### config.mk
export PLATFORM = sky130hd
export DESIGN_NAME = fifs_status_regs
export DESIGN_NICKNAME = d
export VERILOG_FILES = /design/src/core/fifs_pkg.sv /design/src/core/fifs_fault_addr.sv /design/src/core/fifs_status_regs.sv
export SDC_FILE = /design/constraint.sdc
export NUM_CORES = 1
export LEC_CHECK = 0
export BUFFER_PORTS_ARGS = -buffer_cell sky130_fd_sc_hd__buf_2
export CAP_MARGIN = 0
export CORE_UTILIZATION = 29
export DETAILED_ROUTE_END_ITERATION = 7
export MAX_ROUTING_LAYER = met4
export SLEW_MARGIN = 10
export SYNTH_ARGS = -nofsm -noshare
export SYNTH_HDL_FRONTEND = slang
export SYNTH_HIERARCHICAL = 1
export SYNTH_SLANG_ARGS = --single-unit
### constraint.sdc
create_clock -name mclk -period 2.6 [get_ports mclk]
set_input_delay 0 -clock mclk [delete_from_list [all_inputs] [get_ports mclk]]
set_output_delay 0 -clock mclk [all_outputs]
set_load 0.01 [all_outputs]
### src/core/fifs_pkg.sv
package fifs_pkg;
	// memory-mapped window, byte offsets of record 0
	localparam logic [11:0] STATUS_BASE = 12'h010;
	localparam logic [11:0] ADDR_BASE   = 12'h018;
	localparam logic [11:0] NCTL_BASE   = 12'h008;
	localparam logic [11:0] FEAT_BASE   = 12'h800;
	localparam logic [11:0] REC_STRIDE  = 12'h040;

	// system-register path selectors
	localparam logic [1:0] SYS_STATUS = 2'h0;
	localparam logic [1:0] SYS_FEAT   = 2'h1;

	// primary status field positions
	localparam int ST_AV   = 31;
	localparam int ST_V    = 30;
	localparam int ST_UE   = 29;
	localparam int ST_ER   = 28;
	localparam int ST_OF   = 27;
	localparam int ST_MV   = 26;
	localparam int ST_CI   = 24;
	localparam int ST_PN   = 22;
	localparam int ST_IERR = 8;
	localparam int IERR_W  = 8;

	// capability descriptor field positions
	localparam int FG_AV = 11;
	localparam int FG_PN = 10;
	localparam int FG_ER = 9;
	localparam int FG_CI = 8;
	localparam int FG_CE = 6;
	localparam int FG_DE = 5;
	localparam int FG_UEO = 4;
	localparam int FG_UER = 3;
	localparam int FG_UEU = 2;
	localparam int FG_UC  = 1;
	localparam int FG_OF  = 0;

	// corrected-generation encodings
	localparam logic [1:0] CE_NONE       = 2'h0;
	localparam logic [1:0] CE_NONSPEC    = 2'h1;
	localparam logic [1:0] CE_TRANS_PERS = 2'h3;

	// node control: interrupt enable position
	localparam int NCTL_IRQ_EN = 0;

	// reset values
	localparam logic [63:0] STATUS_RST = 64'h0;
	localparam logic [63:0] ADDR_RST   = 64'h0;
	localparam logic        NCTL_RST   = 1'b0;
	localparam logic [63:0] RDATA_RST  = 64'h0;
endpackage

### src/core/fifs_fault_addr.sv
`timescale 1ns/1ps
module fifs_fault_addr (
	// clock and reset
	input  wire logic        mclk,
	input  wire logic        reset,
	// software side
	input  wire logic        sw_we,
	input  wire logic [63:0] sw_wdata,
	input  wire logic        addr_valid,
	// hardware recording side
	input  wire logic        hw_we,
	input  wire logic [63:0] hw_addr,
	// held address
	output logic      [63:0] addr_ff
);
	logic [63:0] nxt_addr;

	// a recorded error wins over a software write in the same cycle
	always_comb
	begin
		nxt_addr = addr_ff;
		if (hw_we)
			nxt_addr = hw_addr;
		else if (sw_we && !addr_valid)
			nxt_addr = sw_wdata;
	end

	always_ff @(posedge mclk)
	begin
		if (reset)
			addr_ff <= fifs_pkg::ADDR_RST;
		else
			addr_ff <= nxt_addr;
	end
endmodule // fifs_fault_addr

### src/core/fifs_status_regs.sv
`timescale 1ns/1ps
// Summary of operation
// - no address override: update address and valid together
// - address override: keep address, valid from control
// - address register writable while address invalid
// - poison override copies control poison bit
// - abort-reported override copies control bit
// - critical override copies control critical bit
// - overflow override copies control overflow bit
// - corrected-generation field reads legal codes only
// - postponed generation bit shows capability
// - latent generation bit shows capability
// - recoverable generation bit shows capability
// - unrecoverable generation bit shows capability
// - uncontainable generation bit shows capability
// - writing zero returns syndrome to initial state
// - zero syndrome withdraws interrupt request
// - status mapped at 0x010 plus 64 per record
// - reserved status bits read zero
// - address-valid bit is write-one-to-clear
// - address-valid cleared by cold reset, kept through recovery reset
// - interrupt request disabled until software enables
// - record-valid bit set on record, one-to-clear
module fifs_status_regs #(
	parameter int         REC_IDX = 0,
	parameter logic       CAP_AV  = 1'b1,
	parameter logic       CAP_PN  = 1'b1,
	parameter logic       CAP_ER  = 1'b1,
	parameter logic       CAP_CI  = 1'b1,
	parameter logic       CAP_OF  = 1'b1,
	parameter logic [1:0] CAP_CE  = 2'h1,
	parameter logic       CAP_DE  = 1'b1,
	parameter logic       CAP_UEO = 1'b0,
	parameter logic       CAP_UER = 1'b1,
	parameter logic       CAP_UEU = 1'b1,
	parameter logic       CAP_UC  = 1'b0
) (
	// clock and resets
	input  wire logic        mclk,
	input  wire logic        reset,
	input  wire logic        err_reset,
	// memory-mapped window
	input  wire logic        mm_req,
	input  wire logic        mm_we,
	input  wire logic [11:0] mm_addr,
	input  wire logic [63:0] mm_wdata,
	output logic      [63:0] mm_rdata_ff,
	output logic             mm_ack_ff,
	// 32-bit system-register path
	input  wire logic        sys_req,
	input  wire logic        sys_we,
	input  wire logic [4:0]  sys_sel,
	input  wire logic [1:0]  sys_reg,
	input  wire logic [31:0] sys_wdata,
	output logic      [31:0] sys_rdata_ff,
	output logic             sys_ack_ff,
	// error recording
	input  wire logic        rec_pulse,
	input  wire logic        rec_injected,
	input  wire logic        rec_ue,
	input  wire logic        rec_er,
	input  wire logic        rec_pn,
	input  wire logic        rec_ci,
	input  wire logic        rec_mv,
	input  wire logic        rec_addr_valid,
	input  wire logic [63:0] rec_addr,
	input  wire logic [7:0]  rec_ierr,
	// injection control bits
	input  wire logic        ctl_av,
	input  wire logic        ctl_pn,
	input  wire logic        ctl_er,
	input  wire logic        ctl_ci,
	input  wire logic        ctl_of,
	// state seen outside
	output logic      [63:0] status_ff,
	output logic      [63:0] fault_addr_ff,
	output logic             fault_irq_ff
);
	localparam logic [11:0] REC_OFF =
		12'(fifs_pkg::REC_STRIDE * REC_IDX);
	localparam logic [11:0] ST_OFF = fifs_pkg::STATUS_BASE + REC_OFF;
	localparam logic [11:0] AD_OFF = fifs_pkg::ADDR_BASE + REC_OFF;
	localparam logic [11:0] NC_OFF = fifs_pkg::NCTL_BASE + REC_OFF;
	localparam logic [11:0] FG_OFF = fifs_pkg::FEAT_BASE + REC_OFF;
	localparam logic [4:0]  SEL_ID = 5'(REC_IDX);

	// a reserved code would mislead software, so it reads as none
	localparam logic [1:0] CE_RD =
		(CAP_CE == fifs_pkg::CE_NONSPEC ||
		 CAP_CE == fifs_pkg::CE_TRANS_PERS) ?
		CAP_CE : fifs_pkg::CE_NONE;

	logic [63:0] feat_id;
	logic        st_wr;
	logic [63:0] st_wdata;
	logic        addr_wr;
	logic        nctl_wr;
	logic        ovr;
	logic        addr_hw_we;
	logic [63:0] nxt_status;
	logic        nxt_irq_en;
	logic        irq_en_ff;
	logic        nxt_irq;
	logic [63:0] nxt_mm_rdata;
	logic [31:0] nxt_sys_rdata;
	logic        mm_hit_st;
	logic        sys_hit;

	// descriptor is wired from parameters; no store, so writes vanish
	always_comb
	begin
		feat_id = 64'h0;
		feat_id[fifs_pkg::FG_AV] = CAP_AV;
		feat_id[fifs_pkg::FG_PN] = CAP_PN;
		feat_id[fifs_pkg::FG_ER] = CAP_ER;
		feat_id[fifs_pkg::FG_CI] = CAP_CI;
		feat_id[fifs_pkg::FG_CE +: 2] = CE_RD;
		feat_id[fifs_pkg::FG_DE] = CAP_DE;
		feat_id[fifs_pkg::FG_UEO] = CAP_UEO;
		feat_id[fifs_pkg::FG_UER] = CAP_UER;
		feat_id[fifs_pkg::FG_UEU] = CAP_UEU;
		feat_id[fifs_pkg::FG_UC] = CAP_UC;
		feat_id[fifs_pkg::FG_OF] = CAP_OF;
	end

	// write decode; the window wins a clash, the system write is dropped
	always_comb
	begin
		mm_hit_st = mm_req && mm_we && (mm_addr == ST_OFF);
		sys_hit = sys_req && (sys_sel == SEL_ID);
		st_wr = mm_hit_st ||
			(sys_hit && sys_we && sys_reg == fifs_pkg::SYS_STATUS);
		st_wdata = mm_hit_st ? mm_wdata : {32'h0, sys_wdata};
		addr_wr = mm_req && mm_we && (mm_addr == AD_OFF);
		nctl_wr = mm_req && mm_we && (mm_addr == NC_OFF);
	end

	// address capture: plain records and injected ones without override
	always_comb
	begin
		ovr = rec_pulse && rec_injected;
		addr_hw_we = rec_pulse && rec_addr_valid &&
			!(rec_injected && CAP_AV);
	end

	fifs_fault_addr u_fault_addr (
		.mclk       (mclk),
		.reset      (reset),
		.sw_we      (addr_wr),
		.sw_wdata   (mm_wdata),
		.addr_valid (status_ff[fifs_pkg::ST_AV]),
		.hw_we      (addr_hw_we),
		.hw_addr    (rec_addr),
		.addr_ff    (fault_addr_ff)
	);

	// status next value: software clears first, a record then sets,
	// so an event in the clearing cycle is never lost
	always_comb
	begin
		nxt_status = status_ff;
		if (st_wr)
		begin
			nxt_status[fifs_pkg::ST_AV] = status_ff[fifs_pkg::ST_AV] &
				~st_wdata[fifs_pkg::ST_AV];
			nxt_status[fifs_pkg::ST_V] = status_ff[fifs_pkg::ST_V] &
				~st_wdata[fifs_pkg::ST_V];
			nxt_status[fifs_pkg::ST_UE] = status_ff[fifs_pkg::ST_UE] &
				~st_wdata[fifs_pkg::ST_UE];
			nxt_status[fifs_pkg::ST_ER] = status_ff[fifs_pkg::ST_ER] &
				~st_wdata[fifs_pkg::ST_ER];
			nxt_status[fifs_pkg::ST_OF] = status_ff[fifs_pkg::ST_OF] &
				~st_wdata[fifs_pkg::ST_OF];
			nxt_status[fifs_pkg::ST_MV] = status_ff[fifs_pkg::ST_MV] &
				~st_wdata[fifs_pkg::ST_MV];
			nxt_status[fifs_pkg::ST_CI] = status_ff[fifs_pkg::ST_CI] &
				~st_wdata[fifs_pkg::ST_CI];
			nxt_status[fifs_pkg::ST_PN] = status_ff[fifs_pkg::ST_PN] &
				~st_wdata[fifs_pkg::ST_PN];
			// syndrome takes any value, zero restores the initial state
			nxt_status[fifs_pkg::ST_IERR +: fifs_pkg::IERR_W] =
				st_wdata[fifs_pkg::ST_IERR +: fifs_pkg::IERR_W];
		end
		if (rec_pulse)
		begin
			nxt_status[fifs_pkg::ST_V] = 1'b1;
			if (rec_ue)
				nxt_status[fifs_pkg::ST_UE] = 1'b1;
			if (rec_mv)
				nxt_status[fifs_pkg::ST_MV] = 1'b1;
			nxt_status[fifs_pkg::ST_IERR +: fifs_pkg::IERR_W] = rec_ierr;
			// address valid
			if (ovr && CAP_AV)
				nxt_status[fifs_pkg::ST_AV] = ctl_av;
			else if (rec_addr_valid)
				nxt_status[fifs_pkg::ST_AV] = 1'b1;
			// poison
			if (ovr && CAP_PN)
				nxt_status[fifs_pkg::ST_PN] = ctl_pn;
			else if (rec_pn)
				nxt_status[fifs_pkg::ST_PN] = 1'b1;
			// abort reported follows the uncorrected error normally
			if (ovr && CAP_ER)
				nxt_status[fifs_pkg::ST_ER] = ctl_er;
			else if (rec_er && rec_ue)
				nxt_status[fifs_pkg::ST_ER] = 1'b1;
			// critical
			if (ovr && CAP_CI)
				nxt_status[fifs_pkg::ST_CI] = ctl_ci;
			else if (rec_ci)
				nxt_status[fifs_pkg::ST_CI] = 1'b1;
			// overflow: a record landing on an already valid status
			if (ovr && CAP_OF)
				nxt_status[fifs_pkg::ST_OF] = ctl_of;
			else if (status_ff[fifs_pkg::ST_V])
				nxt_status[fifs_pkg::ST_OF] = 1'b1;
		end
		nxt_status[63:32] = 32'h0;
		nxt_status[18:16] = 3'h0;
	end

	// interrupt enable starts off and only software turns it on;
	// the recovery reset also drops it so a stale request cannot fire
	always_comb
	begin
		nxt_irq_en = irq_en_ff;
		if (err_reset)
			nxt_irq_en = fifs_pkg::NCTL_RST;
		else if (nctl_wr)
			nxt_irq_en = mm_wdata[fifs_pkg::NCTL_IRQ_EN];
		nxt_irq = irq_en_ff &&
			(|status_ff[fifs_pkg::ST_IERR +: fifs_pkg::IERR_W]);
	end

	// read mux; unmapped window offsets read zero
	always_comb
	begin
		nxt_mm_rdata = mm_rdata_ff;
		if (mm_req && !mm_we)
		begin
			case (mm_addr)
				ST_OFF:  nxt_mm_rdata = status_ff;
				AD_OFF:  nxt_mm_rdata = fault_addr_ff;
				NC_OFF:  nxt_mm_rdata = {63'h0, irq_en_ff};
				FG_OFF:  nxt_mm_rdata = feat_id;
				default: nxt_mm_rdata = 64'h0;
			endcase
		end
		nxt_sys_rdata = sys_rdata_ff;
		if (sys_req && !sys_we)
		begin
			nxt_sys_rdata = 32'h0;
			if (sys_hit && sys_reg == fifs_pkg::SYS_STATUS)
				nxt_sys_rdata = status_ff[31:0];
			else if (sys_hit && sys_reg == fifs_pkg::SYS_FEAT)
				nxt_sys_rdata = feat_id[31:0];
		end
	end

	// cold reset clears everything; recovery reset keeps the record
	always_ff @(posedge mclk)
	begin
		if (reset)
		begin
			status_ff    <= fifs_pkg::STATUS_RST;
			irq_en_ff    <= fifs_pkg::NCTL_RST;
			fault_irq_ff <= 1'b0;
			mm_rdata_ff  <= fifs_pkg::RDATA_RST;
			mm_ack_ff    <= 1'b0;
			sys_rdata_ff <= 32'h0;
			sys_ack_ff   <= 1'b0;
		end
		else
		begin
			status_ff    <= nxt_status;
			irq_en_ff    <= nxt_irq_en;
			fault_irq_ff <= nxt_irq;
			mm_rdata_ff  <= nxt_mm_rdata;
			mm_ack_ff    <= mm_req;
			sys_rdata_ff <= nxt_sys_rdata;
			sys_ack_ff   <= sys_req;
		end
	end
endmodule // fifs_status_regs

Word level (Yosys, flattened, before mapping)
Index checks and enable logic that the tools add are counted.
{ "classes": {"n_addsub": 0, "mul": 0, "div": 0, "n_lt_le_gt_ge": 0, "n_eq_ne": 5, "n_shift": 0, "n_mux": 26, "n_bitwise": 16, "reduce_logical": 28} }
{ "op_table": {"columns": ["cell", "count"], "rows": [
  ["case mux 64 bit (4 select lines)", 1],
  ["two-way mux 64 bit", 2],
  ["two-way mux 32 bit", 2],
  ["== test 12 x 5 -> 1 bit, second input constant", 2],
  ["logical AND 1 bit", 17],
  ["two-way mux 1 bit", 16],
  ["two-way mux 8 bit", 2],
  ["== test 12 bit, second input constant", 1],
  ["== test 12 x 4 -> 1 bit, second input constant", 1],
  ["two-way mux 12 bit", 1],
  ["two-way mux 6 bit", 2],
  ["AND 1 bit", 8],
  ["NOT 1 bit", 8],
  ["OR reduction 8 bit", 1],
  ["zero test 5 bit", 1],
  ["zero test 1 bit", 4],
  ["nonzero test 2 bit", 2],
  ["== test 2 x 1 -> 1 bit, second input constant", 1],
  ["zero test 2 bit", 1],
  ["OR reduction 2 bit", 1],
  ["logical OR 1 bit", 1]
]} }
{ "word_totals": {"ff_bits": 215, "latchBits": 0, "ramBits": 0, "romBits": 0, "inputBits": 207, "out_inout_bits": 227, "wordCells": 85, "memories": 0} }

Depth between registers and ports, before layout
Gate-level depths: netlist (run 1).
{ "logic_depth": {"ltp_word": 9, "mapped_depth": 10, "mapped_depth_nobuf": 6} }

By module
Netlist (run 1), hierarchy kept.
{ "modules_own_cells": {"columns": ["mod", "n_inst", "cells_each", "area_per_inst_um2", "seq_area_each_um2"], "rows": [
  ["fifs_status_regs", 1, 573, 4923.5, 2021.9],
  ["fifs_fault_addr", 1, 364, 3523.4, 1281.2]
]} }

Worst setup path before layout (run 1)
OpenSTA, ideal clock, no wires.
{ "synth_timing": {"path_type": "input to register", "startpoint": "in mm_addr[5]", "endpoint": "reg u_fault_addr.addr_ff[62]", "setup_time_ps": 103, "t_arrival_ps": 2035, "t_required_ps": 2497, "slack_ps": 461, "cell_stages": 10, "n_path_buf": 4, "path_cell_list": "or4_4 > buf_6 > nor4_4 > buf_2 > and3_1 > nor2b_4 > buf_12 > buf_12 > nor3_1 > a2111oi_2"} }
{ "synth_via": {"elab_chain_len": 4} }
{ "synth_rtl": {"columns": ["item", "line_no", "rtl"], "rows": [
  ["from (decl)", "fifs_status_regs.sv:45", "input wire logic [11:0] mm_addr,"],
  ["== test 12 x 5 -> 1 bit", "fifs_status_regs.sv:134", "addr_wr = mm_req && mm_we && (mm_addr == AD_OFF);"],
  ["logical AND 1 bit", "fifs_status_regs.sv:134", null],
  ["net addr_wr", "fifs_status_regs.sv:96", "logic addr_wr;"],
  ["logical AND 1 bit", "fifs_fault_addr.sv:24", "else if (sw_we && !addr_valid)"],
  ["nonzero test 2 bit (no line)", null, null],
  ["to (signal assigned)", "fifs_fault_addr.sv:31", "addr_ff <= fifs_pkg::ADDR_RST;"],
  ["to (signal assigned)", "fifs_fault_addr.sv:33", "addr_ff <= nxt_addr;"],
  ["to (decl)", "fifs_fault_addr.sv:14", "output logic [63:0] addr_ff"]
]} }
The timed path passes the listed nets, and every way through them passes these cells.
A chain may end at the register's enable or synchronous reset.

Worst setup path after layout (run 1)
{ "layout_timing": {"startpoint": "in mm_addr[3]", "endpoint": "reg status_ff[8]"} }
{ "layout_via": {"elab_chain_len": 5, "word_cells_on_any_way": 7, "cone_classes": "eq/ne: 1; mux: 3; reduce/logical: 3"} }
{ "layout_rtl": {"columns": ["item", "line_no", "rtl"], "rows": [
  ["== test 12 x 5 -> 1 bit (*)", "fifs_status_regs.sv:129", "mm_hit_st = mm_req && mm_we && (mm_addr == ST_OFF);"],
  ["logical AND 1 bit (*)", "fifs_status_regs.sv:129", null],
  ["two-way mux 32 bit", "fifs_status_regs.sv:133", "st_wdata = mm_hit_st ? mm_wdata : {32'h0, sys_wdata};"],
  ["two-way mux 8 bit", "fifs_status_regs.sv:162", "if (st_wr)"],
  ["two-way mux 8 bit", "fifs_status_regs.sv:184", "if (rec_pulse)"],
  ["to (signal assigned)", "fifs_status_regs.sv:265", "status_ff <= fifs_pkg::STATUS_RST;"],
  ["to (signal assigned)", "fifs_status_regs.sv:275", "status_ff <= nxt_status;"],
  ["to (decl)", "fifs_status_regs.sv:75", "output logic [63:0] status_ff,"]
]} }
Every way passes the cells marked *; elsewhere a longest branch is shown, timed or not. The select of a mux whose other input is x is not followed.

==> results of run 1 <==
==> cells by family after synthesis <==
logic type             count (synthesis)
and+or+nand+nor                      331
buffers and inverters                215
AOI/OAI and AO/OA                    202
DFF                                  165
muxes                                 23
other                                  1
==> through the flow <==
| step | hold slack, ns | cell area (µm²) |
|---|---|---|
| floorplan | 0.115 | 8660 |
| global placement | 0.203 | 10300 |
| detailed placement | 0.208 | 10300 |
| CTS | 0.0128 | 12600 |
| global route | 0.0671 | 12600 |
| finish | 0.0331 | 12600 |
==> flip-flops by register name (all words and copies together), names as in the netlist <==
register	cells
fault_irq_ff	1
irq_en_ff	1
mm_ack_ff	1
mm_rdata_ff	64
status_ff	16
sys_ack_ff	1
sys_rdata_ff	17
u_fault_addr/addr_ff	64
==> power breakdown <==
group	internal, mW	switching (mW)	leakage (nW)	total, mW
clock network	1.62	1.09	0.294	2.71
registers	2.60	0.0794	1.34	2.68
logic	0.472	0.489	4.08	0.961
total	4.69	1.66	5.71	6.35
==> synthesized netlist by cell type (all sizes together) (2+ instances only) <==
library cell,count
mux2i,19
a2111oi,64
mux2,4
a21oi,58
inv,68
nand2b,6
o31ai,12
buf,113
dfxtp,165
nand3,50
a22o,2
nor3b,7
or2,2
nor2b,6
a221oi,6
clkbuf,33
nor4,9
o211ai,12
or4,4
nand2,85
nor3,129
o21a,5
nor2,17
a22oi,19
and3,7
o21ai,18
==> what timing repair did <==
item	CTS	global route
gates resized for setup	0	2
hold buffers	170	0
endpoints found under the setup margin	0	24
buffers inserted	0	2
hold endpoints to repair	99	0
==> worst max-delay path, delay by kind of cell <==
kind,cells,cell delay [ns]
and+or+nand+nor,3,1.44
buffers and inverters,3,1.30
AOI/OAI and AO/OA,1,0.10
==> routing by layer <==
layer | track usage [%] | vias to the layer above | part of all wire, %
met5 | - | - | 0
met2 | 35.2 | 402 | 49
met1 | 24.3 | 4240 | 42
met3 | 4.55 | 56 | 6.0
li1 | - | 4244 | -
met4 | 9.18 | 0 | 2.9
==> final timing paths <==
check	from	to	slack, ns	cells past startpoint
max	mm_addr[3]	status_ff[8]$_SDFFE_PP0P_	0.06	7
min	mm_wdata[15]	u_fault_addr/addr_ff[15]$_SDFFE_PP0P_	0.03	3
max reg2reg	status_ff[31]$_SDFF_PP0_	u_fault_addr/addr_ff[26]$_SDFFE_PP0P_	0.49	7
min reg2reg	mm_rdata_ff[22]$_SDFFE_PP0P_	mm_rdata_ff[22]$_SDFFE_PP0P_	0.44	2
==> area by class of cell <==
cell class | count | area [µm²]
fill | 2832 | 16100
multi-input combinational | 616 | 4110
timing repair buffer | 564 | 3870
sequential | 165 | 3300
clock buffer | 25 | 495
tap | 384 | 480
inverter | 69 | 259
clock inverter | 7 | 119
antenna | 1 | 2.50
==> qor_table.md, run 1 <==
| Result | Reported |
|---|---|
| Setup TNS | 0 ns |
| Share of synthesized registers carrying an async set or reset | 0% |
| Pre-CTS setup slack | 0.159 ns |
| Drt initial violations | 414 |
| Layout Nets | 1640 |
| Antenna-violating nets left | 0 |
| Portion of synthesized cell area occupied by the leading cell type | 39.1% |
| GRT Util Overall | 21.1% |
| Fraction of the cycle the final worst path needs | 97.6% |
| Maximum number of pins on one net before global-route repair | 62 |
| Most prevalent standard cell on the critical path | sky130_fd_sc_hd__dlygate4sd3_1 |
| Number of remaining DRC errors | 0 |
| HP Class | in2reg |
| Most used flip-flop cell after synthesis | sky130_fd_sc_hd__dfxtp_1 |
| Core region area | 28700 µm² |
| WP data arrival | 2.85 ns |
| Clock net sink count | 165 |
| Die boundary width | 173 µm |
| Cells after Synth | 937 |
| Input/output buffers | 358 |
| Clock Pin Slew Worst Setup and Hold Paths | 0.07 ns |
| Gpl congestion | 0.854 |
| Final setup vio count | 0 |
| Highest cell delay on the worst timing path | 0.65 ns |
| Total die area | 29800 µm² |
| Post-detailed-placement half-perimeter wirelength | 21100 µm |
| Starting density of the core | 29.4% |
| Most common cell after layout, fill and taps aside | sky130_fd_sc_hd__buf_2 |
| Via count of the routed design | 8942 |
| Final Hold Violating Endpoints | 0 |
| Clock network latency to the later pin of the worst-skew pair | 0.43 ns |
| Fraction of layout instances using a drive strength above 1 | 36.4% |
| Main combinational cell family by area after synthesis | compound AO/OA/AOI/OAI gates |
| Worst slew margin relative to its limit | 35.5% |
| Via count of the first global-routing pass | 8736 |
| Clock tree skew after final layout | 0.0107 ns |
| Top area cells in the synthesized netlist | sky130_fd_sc_hd__dfxtp_1 39%, sky130_fd_sc_hd__a2111oi_2 11%, sky130_fd_sc_hd__nor3_1 7.6%, sky130_fd_sc_hd__buf_4 6.6%, sky130_fd_sc_hd__nand2_1 3.7% |
| Most area-hungry cell type in the Yosys netlist | sky130_fd_sc_hd__dfxtp_1 |
| Standard-cell row count | 62 |
| Cell with the largest stage delay on the worst path | sky130_fd_sc_hd__or4b_2 |
| Routed Wire Length | 32200 µm |
| Non-Filler Instances | 1831 |
| Mapped cell area | 8450 µm² |
| Critical path start-end classification | in2reg |
| Pwr per Cell Area | 502 nW/µm² |
| Synth Area in XOR/XNOR | 0% |
| Mapped Avg Cell Area | 9.01 µm² |
| Number of buffers on the longest clock path | 2 |
| Critical Path End Type | register |
| IR drop worst, VDD | 0.362 mV |
| Cell chain of the critical path | dlygate4sd3_1 -> buf_2 -> or4b_2 -> or4_4 -> nand2_2 -> o21ai_1 -> dlygate4sd3_1 |
| Warnings from Yosys | 6 |
| Placed cell count | 1624 |
| Total of flip-flops plus latches after synthesis | 165 |
| Fmax achieved | 394 MHz |
| Number of H-tree branching levels | 4 |
| Number of enable-type register cells in the synthesized netlist | 0 |
| Number of violations of the max-capacitance limit | 0 |
| PnR worst setup slack | 0.0630 ns |
| First-pass iteration count of the detailed router | 4 |
| Cell chosen for the clock root | sky130_fd_sc_hd__clkbuf_16 |
| Ports | 434 |
| Result of the run | finished clean |
| Worst-path fanout max | 14 |
| TritonCTS clock tree | yes |
| Die boundary height | 173 µm |
| P_leak | 5.71 nW |
| Setup repair after global routing missed its margin | no |
| Post-Synth Adder-Cell Area | 0% |
| Antenna violations before repair | 1 |
| Multiplexer share of the synthesized area | 2.78% |
| Complex-gate fraction of the synthesized area | 22.2% |
| Sequential share of the synthesized area | 39.1% |
| Top library cells by usage in the layout, fill and taps aside | 357 x sky130_fd_sc_hd__buf_2, 170 x sky130_fd_sc_hd__dlygate4sd3_1, 165 x sky130_fd_sc_hd__dfxtp_1 |
| Synth unique cells | 58 |
| Category of the worst setup path launch point | input pin |
| Final core area utilization | 44.0% |
| Layout overhead on the synthesized area | 49.7% |
| Count of final max-slew check failures | 0 |
| Simple-gate area share of the yosys netlist | 20.5% |
| Post-route minimum period | 2.54 ns |
| Average detailed-routed wire length per instance | 17.6 µm |
| DR vias/cell | 4.88 |
| First-pass GRT wire length | 48200 µm |
| Actual transition at the worst max-transition pin | 0.966 ns |
| Num CTS Buffers | 17 |
| Remaining global-route overflow | 0 |
| Power consumption | 6.35 mW |
| Data required, critical path | 2.91 ns |
Note: power is estimated with default switching activity, not from simulation.
==> inputs of run 2 (changes only) <==
- CORE_ASPECT_RATIO: default -> 1.25
==> qor_table.md, run 2 (synthesis results as in run 1) <==
| Result | Reported | Change |
|---|---|---|
| Most common cell after layout, fill and taps aside | sky130_fd_sc_hd__buf_2 | unchanged |
| Data required, critical path | 2.97 ns | was 2.91 ns |
| Critical path start-end classification | in2reg | unchanged |
| Number of H-tree branching levels | 4 | unchanged |
| TritonCTS clock tree | yes | unchanged |
| Gpl congestion | 0.799 | was 0.854 |
| Via count of the first global-routing pass | 8693 | was 8736 |
| Fraction of the cycle the final worst path needs | 94.8% | was 97.6% |
| First-pass GRT wire length | 46500 µm | was 48200 µm |
| Placed cell count | 1630 | was 1624 |
| Maximum number of pins on one net before global-route repair | 78 | was 62 |
| DR vias/cell | 4.82 | was 4.88 |
| Post-layout instance area | 12700 µm² | was 12600 µm² |
| Worst-path fanout max | 8 | was 14 |
| Final Hold Violating Endpoints | 0 | unchanged |
| Routed Wire Length | 31000 µm | was 32200 µm |
| Clock net sink count | 165 | unchanged |
| PnR worst setup slack | 0.136 ns | was 0.0630 ns |
| Input/output buffers | 358 | unchanged |
| Starting density of the core | 29.6% | was 29.4% |
| Worst hold slack | 0.0217 ns | was 0.0331 ns |
| Num CTS Buffers | 17 | unchanged |
| Post-detailed-placement half-perimeter wirelength | 21300 µm | was 21100 µm |
| Die boundary height | 193 µm | was 173 µm |
| Worst slew margin relative to its limit | 17.3% | was 35.5% |
| First element of the critical path | mm_req | was mm_addr[3] |
| Actual transition at the worst max-transition pin | 1.24 ns | was 0.966 ns |
| Via count of the routed design | 8839 | was 8942 |
| Number of remaining DRC errors | 0 | unchanged |
| Pwr per Cell Area | 522 nW/µm² | was 502 nW/µm² |
| Number of violations of the max-capacitance limit | 0 | unchanged |
| First-pass iteration count of the detailed router | 5 | was 4 |
| Fmax achieved | 406 MHz | was 394 MHz |
| CTS resizes | 0 | unchanged |
| Layout Nets | 1636 | was 1640 |
| Capturing element of the worst setup path | status_ff[10]$_SDFFE_PP0P_ | was status_ff[8]$_SDFFE_PP0P_ |
| Pre-CTS setup slack | 0.337 ns | was 0.159 ns |
| Antenna violations before repair | 0 | was 1 |
| Layout overhead on the synthesized area | 50.1% | was 49.7% |
| Capturing point of the worst reg2reg path | u_fault_addr/addr_ff[29]$_SDFFE_PP0P_ | was u_fault_addr/addr_ff[26]$_SDFFE_PP0P_ |
| Remaining global-route overflow | 0 | unchanged |
| Placed instance area | 10300 µm² | about the same |
| Standard-cell row count | 69 | was 62 |
| Non-Filler Instances | 1832 | was 1831 |
| Registers with the highest flip-flop counts | mm_rdata_ff x64, u_fault_addr/addr_ff x64, sys_rdata_ff x17 | unchanged |
| Setup slack on the worst flop-to-flop path | 0.21 ns | was 0.49 ns |
| Number of buffers on the longest clock path | 2 | unchanged |
| Final setup vio count | 0 | unchanged |
| Critical Path End Type | register | unchanged |
| Clock tree skew after final layout | 0.00976 ns | was 0.0107 ns |
| P_leak | 5.73 nW | was 5.71 nW |
| GRT Util Overall | 20.7% | was 21.1% |
| Drt initial violations | 510 | was 414 |
| IR drop worst, VDD | 0.403 mV | was 0.362 mV |
| Result of the run | finished clean | unchanged |
| Die boundary width | 155 µm | was 173 µm |
| Clock network latency to the later pin of the worst-skew pair | 0.43 ns | about the same |
| HP Class | in2reg | unchanged |
| Category of the worst setup path launch point | input pin | unchanged |
| Top library cells by usage in the layout, fill and taps aside | 357 x sky130_fd_sc_hd__buf_2, 170 x sky130_fd_sc_hd__dlygate4sd3_1, 165 x sky130_fd_sc_hd__dfxtp_1 | unchanged |
| Setup TNS | 0 ns | unchanged |
| Core region area | 28600 µm² | was 28700 µm² |
| Count of final max-slew check failures | 0 | unchanged |
| Number of antenna diodes | 0 | was 1 |
| WP data arrival | 2.84 ns | was 2.85 ns |
| Clock Pin Slew Worst Setup and Hold Paths | 0.07 ns | about the same |
| R2R cell count | 5 | was 7 |
| Cell chosen for the clock root | sky130_fd_sc_hd__clkbuf_16 | unchanged |
| Post-route minimum period | 2.46 ns | was 2.54 ns |
| Total die area | 29800 µm² | about the same |
| Fraction of layout instances using a drive strength above 1 | 36.4% | about the same |
| Ports | 434 | unchanged |
| Antenna-violating nets left | 0 | unchanged |
| Startpoint of the worst register-to-register path | status_ff[31]$_SDFF_PP0_ | unchanged |
| Setup repair after global routing missed its margin | no | unchanged |
| Average detailed-routed wire length per instance | 16.9 µm | was 17.6 µm |
[run 2: changes by cell type in the layout (fill, tap and decap cells not counted), moves of 3 or more]
cell / delta
sky130_fd_sc_hd__inv_6: +4
sky130_fd_sc_hd__clkbuf_1: -4
sky130_fd_sc_hd__bufinv_16: +3
sky130_fd_sc_hd__clkbuf_8: -3
sky130_fd_sc_hd__buf_4: -3
[run 2: worst min-delay path by stage]
stage | slack [ns] | from | endpoint | cells after the start
3_3_place_gp | 0.21 | rec_ierr[7] | status_ff[15]$_SDFFE_PP0P_ | 3
3_5_place_dp | 0.21 | rec_ierr[7] | status_ff[15]$_SDFFE_PP0P_ | 3
2_1_floorplan | 0.11 | rec_ierr[7] | status_ff[15]$_SDFFE_PP0P_ | 2
5_1_grt | 0.04 | mm_wdata[31] | u_fault_addr/addr_ff[31]$_SDFFE_PP0P_ | 3
4_1_cts | 0.006 | mm_wdata[31] | u_fault_addr/addr_ff[31]$_SDFFE_PP0P_ | 3
6_report | 0.02 | mm_wdata[31] | u_fault_addr/addr_ff[31]$_SDFFE_PP0P_ | 3
[run 2: power breakdown]
| part | internal (mW) | switching [mW] | leakage (nW) |
|---|---|---|---|
| clock network | 1.84 | 1.15 | 0.328 |
| registers | 2.60 | 0.0790 | 1.34 |
| logic | 0.474 | 0.476 | 4.07 |
| total | 4.91 | 1.70 | 5.73 |
[run 2: cell type report]
cell class / instances / area [µm²]
Clock buffer: 18 / 439
Clock inverter: 14 / 244
Fill cell: 2814 / 15900
Inverter: 69 / 259
Multi-Input combinational cell: 615 / 4100
Sequential cell: 165 / 3300
Tap cell: 390 / 488
Timing Repair Buffer: 561 / 3850
[run 2: metrics by stage]
stage	power [mW]	utilization [%]
after floorplan	3.20	-
after global placement	3.47	36.0
after detailed placement	3.48	36.0
after CTS	6.67	44.4
after global routing	6.87	44.4
final	6.62	44.4
[run 2: what timing repair did]
action / 4_1_cts / 5_1_grt
endpoints found under the hold margin: 103 / 0
hold buffers: 170 / 0
endpoints found under the setup margin: 0 / 1
buffers inserted: 0 / 0
[run 2: worst max-delay path, cell delays in order]
cell	delay, ns
sky130_fd_sc_hd__dlygate4sd3_1	0.52
sky130_fd_sc_hd__buf_2	0.18
sky130_fd_sc_hd__or4bb_1	0.48
sky130_fd_sc_hd__nor4_4	0.63
sky130_fd_sc_hd__buf_4	0.26
sky130_fd_sc_hd__a22oi_1	0.07
sky130_fd_sc_hd__o21ai_1	0.13
sky130_fd_sc_hd__dlygate4sd3_1	0.56
[run 2: metal layers]
| layer | vias to the layer above | global-route usage [%] | wire (µm) |
|---|---|---|---|
| li1 | 4220 | - | - |
| met1 | 4217 | 22.5 | 12400 |
| met2 | 354 | 37.6 | 16200 |
| met3 | 48 | 3.05 | 1500 |
| met4 | 0 | 8.80 | 890 |
| met5 | - | - | 0 |
==> inputs of run 3 (changes only) <==
- CORE_ASPECT_RATIO: 1.25 -> default
- SYNTH_HIERARCHICAL: 1 -> default
- clock period: 2.6 -> 2 ns (I/O delays scaled with it)
==> qor_table.md, run 3 <==
| Result | Reported | Change |
|---|---|---|
| Result of the run | finished clean | unchanged |
| Mapped cell area | 8100 µm² | was 8450 µm² |
| Total die area | 28600 µm² | was 29800 µm² |
| Post-Synth Adder-Cell Area | 0% | unchanged |
| Actual transition at the worst max-transition pin | 0.570 ns | was 1.24 ns |
| Number of H-tree branching levels | 4 | unchanged |
| Main combinational cell family by area after synthesis | simple AND/OR/NAND/NOR gates | was compound AO/OA/AOI/OAI gates |
| Setup repair after global routing missed its margin | no | unchanged |
| Simple-gate area share of the yosys netlist | 20.3% | was 20.5% |
| Registers with the highest flip-flop counts | mm_rdata_ff x64, u_fault_addr.addr_ff x64, sys_rdata_ff x17 | was mm_rdata_ff x64, u_fault_addr/addr_ff x64, sys_rdata_ff x17 |
| Category of the worst setup path launch point | input pin | unchanged |
| IR drop worst, VDD | 0.522 mV | was 0.403 mV |
| Post-detailed-placement half-perimeter wirelength | 21300 µm | about the same |
| Top library cells by usage in the layout, fill and taps aside | 357 x sky130_fd_sc_hd__buf_2, 165 x sky130_fd_sc_hd__dfxtp_1, 140 x sky130_fd_sc_hd__dlygate4sd3_1 | was 357 x sky130_fd_sc_hd__buf_2, 170 x sky130_fd_sc_hd__dlygate4sd3_1, 165 x sky130_fd_sc_hd__dfxtp_1 |
| Data required, critical path | 2.36 ns | was 2.97 ns |
| Critical path start-end classification | in2reg | unchanged |
| Multiplexer share of the synthesized area | 18.7% | was 2.78% |
| Complex-gate fraction of the synthesized area | 10.5% | was 22.2% |
| Via count of the first global-routing pass | 8022 | was 8693 |
| P_leak | 5.93 nW | was 5.73 nW |
| DR vias/cell | 4.68 | was 4.82 |
| Final Hold Violating Endpoints | 0 | unchanged |
| Pwr per Cell Area | 656 nW/µm² | was 522 nW/µm² |
| Non-Filler Instances | 1774 | was 1832 |
| Setup slack on the worst flop-to-flop path | 0.30 ns | was 0.21 ns |
| Placed cell count | 1598 | was 1630 |
| Cell chosen for the clock root | sky130_fd_sc_hd__clkbuf_16 | unchanged |
| Synth Area in XOR/XNOR | 0% | unchanged |
| Number of enable-type register cells in the synthesized netlist | 0 | unchanged |
| Die boundary height | 169 µm | was 193 µm |
| Most area-hungry cell type in the Yosys netlist | sky130_fd_sc_hd__dfxtp_1 | unchanged |
| Count of final max-slew check failures | 0 | unchanged |
| Layout overhead on the synthesized area | 49.9% | was 50.1% |
| Most frequent cell after synthesis | sky130_fd_sc_hd__dfxtp_1 | unchanged |
| Standard-cell row count | 60 | was 69 |
| R2R cell count | 4 | was 5 |
| Cells after Synth | 919 | was 937 |
| Fmax achieved | 529 MHz |  |
| Number of violations of the max-capacitance limit | 0 | unchanged |
| Critical Path End Type | register | unchanged |
| Fraction of layout instances using a drive strength above 1 | 35.1% | was 36.4% |
| Capturing point of the worst reg2reg path | u_fault_addr.addr_ff[25]$_SDFFE_PP0P_ | was u_fault_addr/addr_ff[29]$_SDFFE_PP0P_ |
| Clock network latency to the later pin of the worst-skew pair | 0.42 ns | was 0.43 ns |
| Worst hold path startpoint | rec_addr[52] | was mm_wdata[31] |
| Share of synthesized registers carrying an async set or reset | 0% | unchanged |
| Post-layout instance area | 12100 µm² | was 12700 µm² |
| Placed instance area | 10100 µm² | was 10300 µm² |
| Clock tree skew after final layout | 0.0125 ns | was 0.00976 ns |
| Final setup vio count | 0 | unchanged |
| Most used flip-flop cell after synthesis | sky130_fd_sc_hd__dfxtp_1 | unchanged |
| Worst slew margin relative to its limit | 61.8% | was 17.3% |
| Remaining global-route overflow | 0 | unchanged |
| Drt initial violations | 501 | was 510 |
| Synth unique cells | 46 | was 58 |
| Antenna-violating nets left | 0 | unchanged |
| First-pass iteration count of the detailed router | 5 | unchanged |
| Gpl congestion | 0.834 | was 0.799 |
| GRT Util Overall | 21.7% | was 20.7% |
| Portion of synthesized cell area occupied by the leading cell type | 40.8% | was 39.1% |
| Num CTS Buffers | 17 | unchanged |
| First-pass GRT wire length | 45700 µm | was 46500 µm |
| Capturing element of the worst setup path | status_ff[15]$_SDFFE_PP0P_ | was status_ff[10]$_SDFFE_PP0P_ |
| Maximum number of pins on one net before global-route repair | 105 | was 78 |
| TritonCTS clock tree | yes | unchanged |
| Average detailed-routed wire length per instance | 17.5 µm | was 16.9 µm |
| Most common cell after layout, fill and taps aside | sky130_fd_sc_hd__buf_2 | unchanged |
| Fraction of the cycle the final worst path needs | 94.6% |  |
| Layout Nets | 1592 | was 1636 |
| Warnings from Yosys | 0 | was 6 |
| Ranking of synthesized cells by instance count | 165 x sky130_fd_sc_hd__dfxtp_1, 91 x sky130_fd_sc_hd__nor2_1, 87 x sky130_fd_sc_hd__nand2_1 | was 165 x sky130_fd_sc_hd__dfxtp_1, 128 x sky130_fd_sc_hd__nor3_1, 84 x sky130_fd_sc_hd__nand2_1 |
| Input/output buffers | 358 | unchanged |
| Worst-path fanout max | 8 | unchanged |
| Ports | 434 | unchanged |
| Top area cells in the synthesized netlist | sky130_fd_sc_hd__dfxtp_1 41%, sky130_fd_sc_hd__mux2i_1 9.8%, sky130_fd_sc_hd__mux2_2 8.9%, sky130_fd_sc_hd__buf_4 5.9%, sky130_fd_sc_hd__nor2b_1 5.2% | was sky130_fd_sc_hd__dfxtp_1 39%, sky130_fd_sc_hd__a2111oi_2 11%, sky130_fd_sc_hd__nor3_1 7.6%, sky130_fd_sc_hd__buf_4 6.6%, sky130_fd_sc_hd__nand2_1 3.7% |
| Routed Wire Length | 31100 µm | was 31000 µm |
| Number of remaining DRC errors | 0 | unchanged |
| Starting density of the core | 29.8% | was 29.6% |
| Via count of the routed design | 8309 | was 8839 |
| Die boundary width | 169 µm | was 155 µm |
| Startpoint of the worst register-to-register path | status_ff[31]$_SDFF_PP0_ | unchanged |
| Sequential share of the synthesized area | 40.8% | was 39.1% |
| Mapped Avg Cell Area | 8.82 µm² | was 9.01 µm² |
| Clock net sink count | 165 | unchanged |
| Total of flip-flops plus latches after synthesis | 165 | unchanged |
| Clock Pin Slew Worst Setup and Hold Paths | 0.07 ns | about the same |
| Setup TNS | 0 ns | unchanged |
| Antenna violations before repair | 5 | was 0 |
| HP Class | in2reg | unchanged |
| WP data arrival | 2.25 ns | was 2.84 ns |
| Post-route minimum period | 1.89 ns |  |
| First element of the critical path | sys_reg[0] | was mm_req |
| Number of buffers on the longest clock path | 2 | unchanged |
| Worst hold slack | 0.0173 ns | was 0.0217 ns |
| Core region area | 27200 µm² | was 28600 µm² |
run 3: changes by cell type after synthesis, sizes merged, moves of 19 or more:
cell     before  now
nor3        129    2
nor2b         6   68
inv          68    2
mux2i        19   79
clkbuf       33   52
a2111oi      64    0
buf         113   84
nor2         17   91
mux2          4   64
run 3: cells by family after synthesis:
kind of cell,Yosys count
flip-flops,165
AO/OA/AOI/OAI,138
multiplexers,143
AND/OR/NAND/NOR,333
other,1
buffers and inverters,139
run 3: metal layers:
layer  GRT usage, %  vias up  share of wire, %
met5              -        -                 0
met4           7.36        0               2.5
met3           5.08       37               6.6
met2           37.0      352                49
met1           25.0     3947                42
li1               -     3973                 -
run 3: area by class of cell:
class,instances,area [µm²]
tap,372,465
antenna,5,12.5
sequential,165,3300
multi-input combinational,673,4270
timing repair buffer,525,3500
inverter,3,11.3
clock buffer,19,443
clock inverter,12,145
fill,2655,15000
run 3: power by group:
part / switching, mW / internal [mW]
clock network: 1.46 / 1.89
registers: 0.0881 / 3.36
logic: 0.564 / 0.603
run 3: timing repair:
| item | in CTS | in global routing |
|---|---|---|
| hold endpoints to repair | 82 | 0 |
| hold buffers | 140 | 0 |
| resized for setup | 0 | 0 |
| setup buffers | 0 | 0 |
run 3: how the worst min path moves through the flow:
stage                                                       end  slack (ns)  cells past startpoint
after detailed placement             status_ff[15]$_SDFFE_PP0P_        0.21                      3
after global placement               status_ff[15]$_SDFFE_PP0P_        0.20                      3
after CTS                 u_fault_addr.addr_ff[52]$_SDFFE_PP0P_       0.005                      4
after global routing      u_fault_addr.addr_ff[52]$_SDFFE_PP0P_        0.03                      4
after floorplan                          irq_en_ff$_SDFFE_PP0P_        0.08                      1
final                     u_fault_addr.addr_ff[52]$_SDFFE_PP0P_        0.02                      4
run 3: critical path: stages:
cell and delay, ns:
sky130_fd_sc_hd__dlygate4sd3_1 0.54, sky130_fd_sc_hd__buf_2 0.18, sky130_fd_sc_hd__or4_2 0.68, sky130_fd_sc_hd__o211a_1 0.16, sky130_fd_sc_hd__o21ai_0 0.14, sky130_fd_sc_hd__dlygate4sd3_1 0.55
run 3: through the flow:
stage | power (mW) | utilization (%) | worst slack (ns)
global placement | 4.42 | 37.3 | 0.249
global route | 8.31 | 44.7 | 0.0402
finish | 7.97 | 44.7 | 0.109
floorplan | 4.05 | - | 0.359
CTS | 8.06 | 44.7 | 0.154
detailed placement | 4.43 | 37.3 | 0.228
